<file path="config.mk">
export PLATFORM = sky130hd
export DESIGN_NAME = etho_top
export DESIGN_NICKNAME = d
export VERILOG_FILES = /design/src/hw/etho_pkg.sv /design/src/hw/etho_event_edge.sv /design/src/hw/etho_top.sv
export SDC_FILE = /design/constraint.sdc
export NUM_CORES = 1
export LEC_CHECK = 0
export BUFFER_PORTS_ARGS = -buffer_cell sky130_fd_sc_hd__clkbuf_2
export CORE_MARGIN = 1.5
export CORE_UTILIZATION = 52
export CTS_CLUSTER_DIAMETER = 50
export DETAILED_ROUTE_END_ITERATION = 6
export PLACE_DENSITY_LB_ADDON = 0.2
export SETUP_SLACK_MARGIN = 0.15
export SLEW_MARGIN = 20
export SYNTH_ARGS = -nofsm -noshare
export SYNTH_HDL_FRONTEND = slang
export SYNTH_HIERARCHICAL = 1
export SYNTH_SLANG_ARGS = --single-unit
</file>
<file path="constraint.sdc">
create_clock -name clk -period 2.3 [get_ports clk]
set_clock_uncertainty 0.1 [all_clocks]
set_input_delay 0.23 -clock clk [delete_from_list [all_inputs] [get_ports clk]]
set_output_delay 0.23 -clock clk [all_outputs]
set_load 0.005 [all_outputs]
</file>
<file path="src/hw/etho_pkg.sv">
// package: register map, field layout, digit limits and state encoding for event trigger and homing logic
`default_nettype none
package etho_pkg;
	// -----------------------------------------------------------------
	// register addresses (word addresses of the parameter space)
	// -----------------------------------------------------------------
	localparam logic [15:0] ADDR_EVENT_RISE = 16'h05c4; // event_rise_path_map
	localparam logic [15:0] ADDR_EVENT_FALL = 16'h05c6; // event_fall_path_map
	localparam logic [15:0] ADDR_HOME_DEF = 16'h0600; // homing_definition_word
	localparam logic [15:0] ADDR_HOME_COORD = 16'h0602; // home_coordinate_value
	localparam logic [15:0] ADDR_STATUS = 16'h0604; // block status, read only
	// -----------------------------------------------------------------
	// reset values
	// -----------------------------------------------------------------
	localparam logic [15:0] RST_EVENT_MAP = 16'h0000;
	localparam logic [31:0] RST_HOME_DEF = 32'h0000_0000;
	localparam logic [31:0] RST_HOME_COORD = 32'h0000_0000;
	// -----------------------------------------------------------------
	// field positions of the homing definition word
	// -----------------------------------------------------------------
	localparam int HD_BOOT_LSB = 28;
	localparam int HD_DLY_LSB = 20;
	localparam int HD_SECOND_DECEL_INDEX_LSB = 16;
	localparam int HD_FIRST_DECEL_INDEX_LSB = 12;
	localparam int HD_ACC_LSB = 8;
	localparam int HD_PATH_LSB = 0;
	localparam logic [7:0] HD_PATH_MAX = 8'h3f; // highest legal path number
	// -----------------------------------------------------------------
	// event map digit limits and path base
	// -----------------------------------------------------------------
	localparam logic [3:0] EV_DIGIT_MAX = 4'hd; // digits above d are clipped
	localparam logic [5:0] EV_PATH_BASE = 6'h32; // path = 50 + digit
	localparam int EV_COUNT = 4;
	// -----------------------------------------------------------------
	// homing sequencer states, gray coded along the usual path
	// -----------------------------------------------------------------
	typedef enum logic [2:0] {
		HS_IDLE = 3'h0,
		HS_SEEK = 3'h1,
		HS_DECEL = 3'h3,
		HS_DELAY = 3'h2,
		HS_DONE = 3'h6
	} etho_home_st_t;
endpackage
`default_nettype wire

</file>
<file path="src/hw/etho_event_edge.sv">
// event input synchroniser and edge to path-request mapper for one event line
`default_nettype none
module etho_event_edge
	import etho_pkg::*;
(
	// clock and reset
	input wire logic clk,
	input wire logic rstn,
	// raw event pin and maps
	input wire logic event_pin,
	input wire logic [3:0] rise_digit,
	input wire logic [3:0] fall_digit,
	// request out
	output logic req_valid,
	output logic [5:0] req_path
);
	// -----------------------------------------------------------------
	// synchroniser and previous sample
	// -----------------------------------------------------------------
	logic sync1_q, sync2_q, prev_q; // sync1 read only by sync2
	logic sync1_d, sync2_d, prev_d;
	logic valid_q, valid_d;
	logic [5:0] path_q, path_d;
	logic rise, fall;

	// digit to path number: zero launches nothing, else 50 + digit
	function automatic logic [5:0] digit_path(input logic [3:0] dg);
		logic [3:0] cl;
		cl = (dg > EV_DIGIT_MAX) ? EV_DIGIT_MAX : dg;
		digit_path = EV_PATH_BASE + {2'h0, cl};
	endfunction

	// next-state logic; each edge seen once against prior sample
	always_comb begin
		sync1_d = event_pin;
		sync2_d = sync1_q;
		prev_d = sync2_q;
		rise = sync2_q & ~prev_q;
		fall = ~sync2_q & prev_q;
		valid_d = 1'b0;
		path_d = path_q;
		if (rise && rise_digit != 4'h0) begin
			valid_d = 1'b1;
			path_d = digit_path(rise_digit);
		end else if (fall && fall_digit != 4'h0) begin
			valid_d = 1'b1;
			path_d = digit_path(fall_digit);
		end
	end

	// registers only
	always_ff @(posedge clk or negedge rstn) begin
		if (!rstn) begin
			sync1_q <= 1'b0;
			sync2_q <= 1'b0;
			prev_q <= 1'b0;
			valid_q <= 1'b0;
			path_q <= 6'h00;
		end else begin
			sync1_q <= sync1_d;
			sync2_q <= sync2_d;
			prev_q <= prev_d;
			valid_q <= valid_d;
			path_q <= path_d;
		end
	end

	assign req_valid = valid_q;
	assign req_path = path_q;

	// -----------------------------------------------------------------
	// assertions
	// -----------------------------------------------------------------
	property p_rise_launch;
		@(posedge clk) disable iff (!rstn)
		(sync2_q && !prev_q && rise_digit != 4'h0) |=> (req_valid && req_path >= 6'd51);
	endproperty
	a_rise_launch: assert property (p_rise_launch) else $error("rise edge missed");
	property p_zero_quiet;
		@(posedge clk) disable iff (!rstn)
		(sync2_q && !prev_q && rise_digit == 4'h0) |=> !req_valid;
	endproperty
	a_zero_quiet: assert property (p_zero_quiet) else $error("zero digit launched");
	property p_fall_launch;
		@(posedge clk) disable iff (!rstn)
		(!sync2_q && prev_q && fall_digit != 4'h0)
		|=> (req_valid && req_path == digit_path($past(fall_digit)));
	endproperty
	a_fall_launch: assert property (p_fall_launch) else $error("fall edge missed");
	property p_fall_zero;
		@(posedge clk) disable iff (!rstn)
		(!sync2_q && prev_q && fall_digit == 4'h0) |=> !req_valid;
	endproperty
	a_fall_zero: assert property (p_fall_zero) else $error("zero fall digit launched");
	property p_single;
		@(posedge clk) disable iff (!rstn)
		// a quick pin pulse may legally give two requests in a row, one per edge,
		// so the check is that no request appears without a fresh edge behind it
		(sync2_q == prev_q) |=> !req_valid;
	endproperty
	a_single: assert property (p_single) else $error("request without an edge");
	c_rise: cover property (@(posedge clk) disable iff (!rstn) req_valid && sync2_q);
endmodule
`default_nettype wire

</file>
<file path="src/hw/etho_top.sv">
// top: event trigger path mapping, homing definition decode and home sequencer
// -----------------------------------------------------------------
// Summary of operation
// - rising map: four hex digits, each 0..d
// - zero rising digit launches no path
// - rising edge launches path 50 plus digit
// - separate falling map; zero digit launches nothing
// - falling edge launches path 50 plus digit
// - homing word fields at fixed bit positions
// - path zero: stop after homing, no launch
// - path 1..63 launched after homing completes
// - accel field indexes sixteen ramp settings
// - first decel field indexes same ramps
// - delay field indexes sixteen delay settings
// - boot field read only in the first cycle after reset, while it still holds 0, so no power-up homing
// - home reference seen: decelerate to stop
// - homing done loads home coordinate
// -----------------------------------------------------------------
`default_nettype none
module etho_top
	import etho_pkg::*;
#(
	parameter int NUM_EVENTS = EV_COUNT
) (
	// clock and reset
	input wire logic clk,
	input wire logic rstn,
	// parameter access port (keypad or communication)
	input wire logic cfg_wr,
	input wire logic cfg_rd,
	input wire logic [15:0] cfg_addr,
	input wire logic [31:0] cfg_wdata,
	output logic [31:0] cfg_rdata,
	output logic cfg_rvalid,
	// external event inputs, pins
	input wire logic [NUM_EVENTS-1:0] event_in,
	// homing interface to the motion engine
	input wire logic home_start,
	input wire logic home_ref_pin,
	input wire logic motion_stopped,
	input wire logic delay_expired,
	output logic home_seek,
	output logic home_decel,
	output logic home_delay_run,
	output logic [3:0] accel_index,
	output logic [3:0] first_decel_index,
	output logic [3:0] second_decel_index,
	output logic [3:0] delay_index,
	output logic home_done,
	output logic [31:0] position_load_value,
	output logic position_load,
	// path launch requests
	output logic path_launch,
	output logic [5:0] path_number
);
	// -----------------------------------------------------------------
	// configuration registers
	// -----------------------------------------------------------------
	logic [15:0] rise_map_q, rise_map_d; // event_rise_path_map
	logic [15:0] fall_map_q, fall_map_d; // event_fall_path_map
	logic [31:0] home_def_q, home_def_d; // homing_definition_word
	logic [31:0] home_coord_q, home_coord_d; // home_coordinate_value
	logic [31:0] rdata_q, rdata_d;
	logic rvalid_q, rvalid_d;
	etho_home_st_t st_q, st_d; // homing sequencer state, also read back as status

	// clip each hex digit to the legal range 0..d
	function automatic logic [15:0] clip_map(input logic [15:0] w);
		logic [15:0] r;
		r = w;
		for (int i = 0; i < 4; i++) begin
			if (w[i*4 +: 4] > EV_DIGIT_MAX)
				r[i*4 +: 4] = EV_DIGIT_MAX;
		end
		clip_map = r;
	endfunction

	// write decode and read mux
	always_comb begin
		rise_map_d = rise_map_q;
		fall_map_d = fall_map_q;
		home_def_d = home_def_q;
		home_coord_d = home_coord_q;
		rdata_d = rdata_q;
		rvalid_d = cfg_rd;
		if (cfg_wr) begin
			case (cfg_addr)
				ADDR_EVENT_RISE: rise_map_d = clip_map(cfg_wdata[15:0]);
				ADDR_EVENT_FALL: fall_map_d = clip_map(cfg_wdata[15:0]);
				ADDR_HOME_DEF: home_def_d = cfg_wdata;
				ADDR_HOME_COORD: home_coord_d = cfg_wdata;
				default: ; // unmapped writes are dropped
			endcase
		end
		if (cfg_rd) begin
			case (cfg_addr)
				ADDR_EVENT_RISE: rdata_d = {16'h0000, rise_map_q};
				ADDR_EVENT_FALL: rdata_d = {16'h0000, fall_map_q};
				ADDR_HOME_DEF: rdata_d = home_def_q;
				ADDR_HOME_COORD: rdata_d = home_coord_q;
				ADDR_STATUS: rdata_d = {29'h0, st_q};
				default: rdata_d = 32'h0000_0000; // unmapped reads as zero
			endcase
		end
	end

	// -----------------------------------------------------------------
	// homing definition decode
	// -----------------------------------------------------------------
	logic boot_en;
	logic [7:0] home_path;
	assign boot_en = (home_def_q[HD_BOOT_LSB +: 4] == 4'h1);
	assign home_path = home_def_q[HD_PATH_LSB +: 8];
	assign accel_index = home_def_q[HD_ACC_LSB +: 4];
	assign first_decel_index = home_def_q[HD_FIRST_DECEL_INDEX_LSB +: 4];
	assign second_decel_index = home_def_q[HD_SECOND_DECEL_INDEX_LSB +: 4];
	assign delay_index = home_def_q[HD_DLY_LSB +: 4];

	// -----------------------------------------------------------------
	// home reference synchroniser and boot request
	// -----------------------------------------------------------------
	logic ref1_q, ref2_q; // ref1 read only by ref2
	logic boot_pend_q, boot_pend_d; // power-up homing still owed
	logic done_q, done_d;
	logic load_q, load_d;
	logic [31:0] load_val_q, load_val_d;
	logic hlaunch_q, hlaunch_d;
	logic [5:0] hpath_q, hpath_d;

	// homing sequencer next state
	always_comb begin
		st_d = st_q;
		boot_pend_d = boot_pend_q;
		done_d = 1'b0;
		load_d = 1'b0;
		load_val_d = load_val_q;
		hlaunch_d = 1'b0;
		hpath_d = hpath_q;
		case (st_q)
			HS_IDLE: begin
				// boot request checked once, in the first cycle out of reset, then dropped
				if (home_start || (boot_pend_q && boot_en)) begin
					st_d = HS_SEEK;
				end
				boot_pend_d = 1'b0;
			end
			HS_SEEK: begin
				if (ref2_q)
					st_d = HS_DECEL;
			end
			HS_DECEL: begin
				if (motion_stopped)
					st_d = HS_DELAY;
			end
			HS_DELAY: begin
				if (delay_expired)
					st_d = HS_DONE;
			end
			HS_DONE: begin
				done_d = 1'b1;
				load_d = 1'b1;
				load_val_d = home_coord_q;
				if (home_path != 8'h00 && home_path <= HD_PATH_MAX) begin
					hlaunch_d = 1'b1;
					hpath_d = home_path[5:0];
				end // path zero just stops
				st_d = HS_IDLE;
			end
			default: st_d = HS_IDLE;
		endcase
	end

	assign home_seek = (st_q == HS_SEEK);
	assign home_decel = (st_q == HS_DECEL);
	assign home_delay_run = (st_q == HS_DELAY);

	// -----------------------------------------------------------------
	// event edge mappers, one per input
	// -----------------------------------------------------------------
	logic [NUM_EVENTS-1:0] ev_valid;
	logic [5:0] ev_path [NUM_EVENTS];
	for (genvar g = 0; g < NUM_EVENTS; g++) begin : g_ev
		etho_event_edge u_edge (
			.clk(clk),
			.rstn(rstn),
			.event_pin(event_in[g]),
			.rise_digit(rise_map_q[g*4 +: 4]),
			.fall_digit(fall_map_q[g*4 +: 4]),
			.req_valid(ev_valid[g]),
			.req_path(ev_path[g])
		);
	end

	// -----------------------------------------------------------------
	// launch arbiter: homing first, then lowest event number
	// -----------------------------------------------------------------
	logic launch_q, launch_d;
	logic [5:0] lpath_q, lpath_d;
	always_comb begin
		launch_d = 1'b0;
		lpath_d = lpath_q;
		if (hlaunch_q) begin
			launch_d = 1'b1;
			lpath_d = hpath_q;
		end else begin
			for (int i = NUM_EVENTS - 1; i >= 0; i--) begin
				if (ev_valid[i]) begin
					launch_d = 1'b1;
					lpath_d = ev_path[i];
				end
			end
		end
	end

	// registers
	always_ff @(posedge clk or negedge rstn) begin
		if (!rstn) begin
			rise_map_q <= RST_EVENT_MAP;
			fall_map_q <= RST_EVENT_MAP;
			home_def_q <= RST_HOME_DEF;
			home_coord_q <= RST_HOME_COORD;
			rdata_q <= 32'h0000_0000;
			rvalid_q <= 1'b0;
			ref1_q <= 1'b0;
			ref2_q <= 1'b0;
			boot_pend_q <= 1'b1;
			st_q <= HS_IDLE;
			done_q <= 1'b0;
			load_q <= 1'b0;
			load_val_q <= 32'h0000_0000;
			hlaunch_q <= 1'b0;
			hpath_q <= 6'h00;
			launch_q <= 1'b0;
			lpath_q <= 6'h00;
		end else begin
			rise_map_q <= rise_map_d;
			fall_map_q <= fall_map_d;
			home_def_q <= home_def_d;
			home_coord_q <= home_coord_d;
			rdata_q <= rdata_d;
			rvalid_q <= rvalid_d;
			ref1_q <= home_ref_pin;
			ref2_q <= ref1_q;
			boot_pend_q <= boot_pend_d;
			st_q <= st_d;
			done_q <= done_d;
			load_q <= load_d;
			load_val_q <= load_val_d;
			hlaunch_q <= hlaunch_d;
			hpath_q <= hpath_d;
			launch_q <= launch_d;
			lpath_q <= lpath_d;
		end
	end

	assign cfg_rdata = rdata_q;
	assign cfg_rvalid = rvalid_q;
	assign home_done = done_q;
	assign position_load = load_q;
	assign position_load_value = load_val_q;
	assign path_launch = launch_q;
	assign path_number = lpath_q;

	// -----------------------------------------------------------------
	// assertions
	// -----------------------------------------------------------------
	property p_map_range;
		@(posedge clk) disable iff (!rstn)
		(rise_map_q[3:0] <= EV_DIGIT_MAX) && (rise_map_q[15:12] <= EV_DIGIT_MAX);
	endproperty
	a_map_range: assert property (p_map_range) else $error("rise digit out of range");
	property p_done_load;
		@(posedge clk) disable iff (!rstn)
		(st_q == HS_DONE) |=> (position_load && position_load_value == $past(home_coord_q));
	endproperty
	a_done_load: assert property (p_done_load) else $error("home coordinate not loaded");
	property p_path_zero;
		@(posedge clk) disable iff (!rstn)
		(st_q == HS_DONE && home_path == 8'h00) |=> !hlaunch_q;
	endproperty
	a_path_zero: assert property (p_path_zero) else $error("path zero launched");
	property p_path_auto;
		@(posedge clk) disable iff (!rstn)
		(st_q == HS_DONE && home_path != 8'h00 && home_path <= HD_PATH_MAX)
		|=> ##1 (path_launch && path_number == $past(home_path[5:0], 2));
	endproperty
	a_path_auto: assert property (p_path_auto) else $error("homing path not launched");
	property p_ref_decel;
		@(posedge clk) disable iff (!rstn)
		(st_q == HS_SEEK && ref2_q) |=> home_decel;
	endproperty
	a_ref_decel: assert property (p_ref_decel) else $error("no decel on home reference");
	property p_boot;
		@(posedge clk) disable iff (!rstn)
		(st_q == HS_IDLE && boot_pend_q && !boot_en && !home_start) |=> (st_q == HS_IDLE);
	endproperty
	a_boot: assert property (p_boot) else $error("boot homing while disabled");
	property p_acc;
		@(posedge clk) disable iff (!rstn)
		accel_index == home_def_q[11:8] && delay_index == home_def_q[23:20];
	endproperty
	a_acc: assert property (p_acc) else $error("index field misplaced");
	c_home: cover property (@(posedge clk) disable iff (!rstn) st_q == HS_DONE);
	c_ev: cover property (@(posedge clk) disable iff (!rstn) path_launch && !hlaunch_q);
	c_boot: cover property (@(posedge clk) disable iff (!rstn) boot_pend_q && boot_en);
endmodule
`default_nettype wire

</file>
# Word level (Yosys, flattened, before mapping)
# Cells that the tools add are included.
[totals]
word_cells = 166
output_inout_bits = 93
input_bits = 60
reg_bits = 222
[classes]
reduce_logical = 32
n_bitwise = 16
n_addsub = 8
n_mux = 47
n_eq_ne = 14
n_lt_le_gt_ge = 13
[ops]
columns = ["operator", "count"]
rows = [
  ["32-bit case mux with 5 select lines", 1],
  ["16-bit by 11-bit equality test with 1-bit output (second input constant)", 5],
  ["6-bit two-way mux", 13],
  ["5-bit by 5-bit adder with 6-bit output (first input constant)", 8],
  ["4-bit > comparator (second input constant)", 12],
  ["4-bit two-way mux", 12],
  ["4-bit nonzero test", 8],
  ["1-bit two-way mux", 16],
  ["3-bit two-way mux", 4],
  ["3-bit case mux with 4 select lines", 1],
  ["1-bit logical AND", 10],
  ["2-bit AND reduction", 5],
  ["1-bit AND", 8],
  ["8-bit by 6-bit less-or-equal comparator with 1-bit output (second input constant)", 1],
  ["1-bit NOT", 8],
  ["2-bit nonzero test", 4],
  ["8-bit nonzero test", 1],
  ["3-bit by 2-bit equality test with 1-bit output (second input constant)", 2],
  ["2-bit inequality test (second input constant)", 3],
  ["5-bit nonzero test", 1],
  ["4-bit by 1-bit equality test with 1-bit output (second input constant)", 1],
  ["4-bit AND reduction", 1],
  ["3-bit by 1-bit equality test with 1-bit output (second input constant)", 1],
  ["3-bit equality test (second input constant)", 1],
  ["other kinds (3)", 3],
]

# Logic depth before layout (Yosys ltp)
[logic_depth]
depth_word = 5
mapped_depth = 7

# Modules after synthesis
# Netlist, hierarchy kept.
[by_module_without_submodules]
columns = ["mod", "area_per_inst_um2", "seq_area_each_um2", "n_inst", "cells_each"]
rows = [
  ["etho_top", 8059.0, 4555.6, 1, 599],
  ["etho_event_edge", 521.8, 250.2, 4, 40],
]

# Worst setup path after synthesis
# Ideal clock, no wire load.
[synth_path]
path_kind = "register to register"
start = "register rise_map_q[1]"
end = "register g_ev[0].u_edge.path_q[3]"
period_less_slack_ns = 2.418
t_arrival_ns = 2.193
stages_incl_launch_ff = 8
n_path_buf = 1
slack_ns = -0.118
cell_sequence = "dfrtp_1 -> or4_4 -> and2_4 -> buf_6 -> mux2_4 -> ha_1 -> ha_1 -> mux2_4"
[synth_via]
elab_chain_len = 4
elab_cells_between_ends = 7
cone_classes = "add/sub (1); order compare (1); mux (2); reduce/logical (3)"
[synth_lines]
columns = ["element", "line", "rtl"]
rows = [
  ["start: declaration", "etho_top.sv:59", "logic [15:0] rise_map_q, rise_map_d;"],
  ["start signal: assignment", "etho_top.sv:236", "rise_map_q <= rise_map_d;"],
  ["4-bit > comparator", "etho_event_edge.sv:29", "cl = (dg > EV_DIGIT_MAX) ? EV_DIGIT_MAX : dg;"],
  ["4-bit two-way mux", "etho_event_edge.sv:29", ""],
  ["5-bit by 5-bit adder with 6-bit output", "etho_event_edge.sv:30", "digit_path = EV_PATH_BASE + {2'h0, cl};"],
  ["6-bit two-way mux *", "etho_event_edge.sv:42", "if (rise && rise_digit != 4'h0) begin"],
  ["via g_ev[0].u_edge.path_d[3]", "etho_event_edge.sv:23", "logic [5:0] path_q, path_d;"],
  ["end signal: assignment", "etho_event_edge.sv:64", "path_q <= path_d;"],
  ["end: declaration", "etho_event_edge.sv:23", ""],
]
# Mark *: on every way through the listed nets, which the timed path passes. The rest lies on a longest branch.
# A chain may end at the register's enable or synchronous reset.

# Worst setup path in the final report
[layout_path]
start = "register rise_map_q[8]"
end = "register g_ev[2].u_edge.path_q[3]"
[layout_via]
elab_chain_len = 4
elab_cells_between_ends = 7
cone_classes = "add/sub (1); order compare (1); mux (2); reduce/logical (3)"
[layout_lines]
columns = ["element", "line"]
rows = [
  ["4-bit > comparator", "etho_event_edge.sv:29"],
  ["4-bit two-way mux", "etho_event_edge.sv:29"],
  ["5-bit by 5-bit adder with 6-bit output", "etho_event_edge.sv:30"],
  ["6-bit two-way mux *", "etho_event_edge.sv:42"],
  ["via g_ev[2].u_edge.path_d[3]", "etho_event_edge.sv:23"],
  ["end signal: assignment", "etho_event_edge.sv:64"],
  ["end: declaration", "etho_event_edge.sv:23"],
]
# Marked as above.

==> metrics.yaml <==
status:
  run_status: "completed"
logic_synthesis:
  synth_edf_count: 0
  synth.area.top_cells: "dfrtp_1 (55%), mux2_2 (13%), mux2i_1 (5.1%)"
  synthCells: 759
  synth.most_common_cell: "dfrtp_1"
  ys_ff_latch: 222
  ys_types: 52
  synth_ff_type: "dfrtp_1"
  synth_nets: 827
  syn_avg_cell_area_um2: 13.4
  synth_largest_area_cell: "dfrtp_1"
  yosys_warnings: 6
  synth_area_mm2: 0.0101
  async_flop_share_pct: 100
  synth_top_cell_area_share_pct: 54.5
  synth_top_cells_by_count: "dfrtp_1 (221), mux2_2 (115), mux2i_1 (52)"
  ys_seq_area_share_pct: 54.8
timing:
  worst_slew_pin_slew_ps: 504
  rsz0062_at_grt: "true"
  slew_headroom_pct: 66.4
  min_period_ps: 2230
  min_period_over_period_pct: 97.1
  setup_slack_ps: 65.8
  tns_ps: 0
  setup_viol: 0
  fmax_mhz: 448
  finalMaxSlewViolations: 0
  final-hold-violation-count: 0
floorplan:
  start_util_pct: 53.7
  die_y_um: 143
  die_area_mm2: 0.0204
  die_w_um: 143
  core.rowCount: 50
  core_area_mm2: 0.0189
  io_pins: 153
worst_setup_path:
  cp_max_fo: 4
  rr_startpoint: "rise_map_q[8]"
  r2r_slack_ps: 70
  cp_num_cells: 6
  r2r_end: "g_ev[2].u_edge/req_path[3]"
  critPathBufInv: 0
  crit_end: "g_ev[2].u_edge/req_path[3]"
  worst-setup-path-type: "reg -> reg"
  max_stage_delay_ps: 540
  rr_worst_depth: 6
  path_cells: "or4_4 > and2_4 > mux2_4 > ha_4 > ha_4 > mux2_4"
  crit_slowest_cell: "or4_4"
  worst_ep_required_time_ps: 2600
  cp.arrival_ps: 2540
  start_kind: "flop"
  worstSetupStartpoint: "rise_map_q[8]"
  cp_top_family: "simple AND/OR/NAND/NOR gates"
  cp-end-kind: "flop"
place:
  gp_congestion: 0.863
  dp_hpwl_um: 16400
  preCtsSetupSlack_ps: 32.8
  port_buffers: 152
global_routing:
  grt_pass1_vias: 7468
  antenna_found_initial: 0
  grt_max_degree: 64
  grtUsageTotal_pct: 24.3
  overflow: 0
  grt_pass1_wl_um: 39000
detailed_routing:
  vias: 6997
  drt-wirelength-per-cell_um: 19.1
  drt_iter0_markers: 293
  vias_per_cell: 5.59
  drt_wl_total_um: 23900
  first_pass_iters: 5
  wl_met3_um: 1450
  drc_errors: 0
  antenna_left: 0
  wl_met1_um: 9890
  dr_wl_met2_um: 11900
  highest_layer: "met4"
clocking:
  cts_buffer_depth: 3
  numCtsBuffers: 27
  root_buffer: "clkbuf_16"
  h-tree-depth: 1
  path_clk_slew_ps: 50
  clock-sinks: 222
  clock_latency_ps: 530
  tritoncts: "built"
  ctsResizeCount: 0
layout:
  drive_gt1_share_pct: 44.6
  post-route-util_pct: 67.4
  nNetsFinal: 1039
  syn2layout_area_growth_pct: 25.4
  diodes: 0
power_and_ir_drop:
  p_per_area_mw_per_mm2: 692
  ir_worst_vdd_uv: 611
  power.total_mw: 8.81
  cellLeakagePower_nw: 6.48
hold_path:
  min_path_type: "in -> reg"
  worstHoldStart: "cfg_rd"
run:
  drv_cap: 0
## cells in the final DEF (no fill, tap or decap), types with 4 or more instances in the layout
cell type | netlist | layout
a31oi_1 | 5 | 5
dlygate4sd3_1 | 0 | 41
a21bo_2 | 4 | 4
mux2_4 | 28 | 28
a31o_2 | 8 | 8
a22o_1 | 19 | 19
o2bb2ai_1 | 10 | 10
inv_1 | 15 | 15
o21ai_0 | 31 | 31
nor3_1 | 12 | 12
dfrtp_1 | 221 | 221
o22ai_1 | 16 | 16
clkbuf_16 | 0 | 27
and3_1 | 9 | 9
or2_2 | 4 | 4
clkinv_2 | 0 | 4
nor2_1 | 5 | 5
ha_4 | 0 | 8
o31ai_1 | 8 | 8
buf_12 | 0 | 5
mux2i_1 | 52 | 52
clkbuf_2 | 0 | 151
buf_4 | 23 | 41
nand2_1 | 36 | 36
or4_4 | 8 | 8
clkbuf_1 | 17 | 4
and2b_2 | 4 | 4
a21o_1 | 6 | 6
mux2_2 | 115 | 115
a21oi_1 | 22 | 22
nand3_1 | 9 | 9
and2b_1 | 4 | 4
a22o_4 | 4 | 4
and2_4 | 4 | 4
mux2_1 | 9 | 9
clkbuf_8 | 0 | 7
## stage by stage
stage	cells	hold slack, ps	instance area [um^2]
after floorplan	759	-166	10200
after global placement	1153	112	11300
after detailed placement	1153	119	11300
after CTS	1247	23.1	12700
after global routing	1252	54.3	12700
final	1252	35.1	12700
## report_power, final
part / switching, mW / total, mW / internal, mW / leakage [nW]
logic: 0.328 / 0.581 / 0.253 / 2.98
clock network: 1.60 / 4.22 / 2.61 / 0.445
registers: 0.0559 / 4.01 / 3.96 / 3.05
## worst reg2reg max path: stages, from the launching register on
cell     delay [ps]
dfrtp_1         370
or4_4           540
and2_4          180
mux2_4          320
ha_4            170
ha_4            200
mux2_4          250
## layout make-up
type | instances | area, um^2
Clock buffer | 38 | 787
Clock inverter | 12 | 129
Fill cell | 1392 | 6170
Inverter | 16 | 60.1
Multi-Input combinational cell | 465 | 4280
Sequential cell | 222 | 5560
Tap cell | 260 | 325
Timing Repair Buffer | 239 | 1590
## metal layers
metal | GRT usage (%) | vias to the layer above
li1 | - | 3201
met1 | 30.4 | 3530
met2 | 41.4 | 209
met3 | 5.70 | 57
met4 | 8.30 | 0
met5 | 0 | -
## cells by family (layout without fill, tap and decap cells)
| logic type | count (synthesis) | in the layout | share of synthesized area, % |
|---|---|---|---|
| simple gates | 113 | 113 | 7.34 |
| compound gates | 140 | 140 | 9.82 |
| fa+ha+maj | 8 | 8 | 0.987 |
| mux | 204 | 204 | 23.0 |
| flops | 222 | 222 | 54.8 |
| buf+inv | 72 | 305 | 4.06 |
## registers in the layout, summed over array words and instances, names as in the netlist, 3 cells and up
| signal | cells |
|---|---|
| fall_map_q | 16 |
| home_def_q | 32 |
| position_load_value | 32 |
| path_number | 6 |
| g_ev.u_edge/req_valid | 4 |
| st_q | 3 |
| g_ev.u_edge/prev_q | 4 |
| rise_map_q | 16 |
| home_coord_q | 32 |
| g_ev.u_edge/sync1_q | 4 |
| g_ev.u_edge/req_path | 24 |
| hpath_q | 6 |
| g_ev.u_edge/prev_d | 4 |
| cfg_rdata | 32 |
## timing repair
action | CTS | global route
endpoints found under the hold margin | 159 | 0
pin swaps | 3 | 1
hold buffers | 41 | 0
setup buffers | 3 | 5
setup endpoints to repair | 4 | 4
## how the worst min path moves through the flow
stage               slack (ps)               endpoint  cells after the start
floorplan                 -170           cfg_rdata[0]                      0
CTS                         20             cfg_rvalid                      1
global route                50             cfg_rvalid                      1
detailed placement         120  g_ev[0].u_edge/prev_q                      1
global placement           110  g_ev[0].u_edge/prev_q                      1
finish                      40             cfg_rvalid                      1
Note: power is estimated with default switching activity, not from simulation.
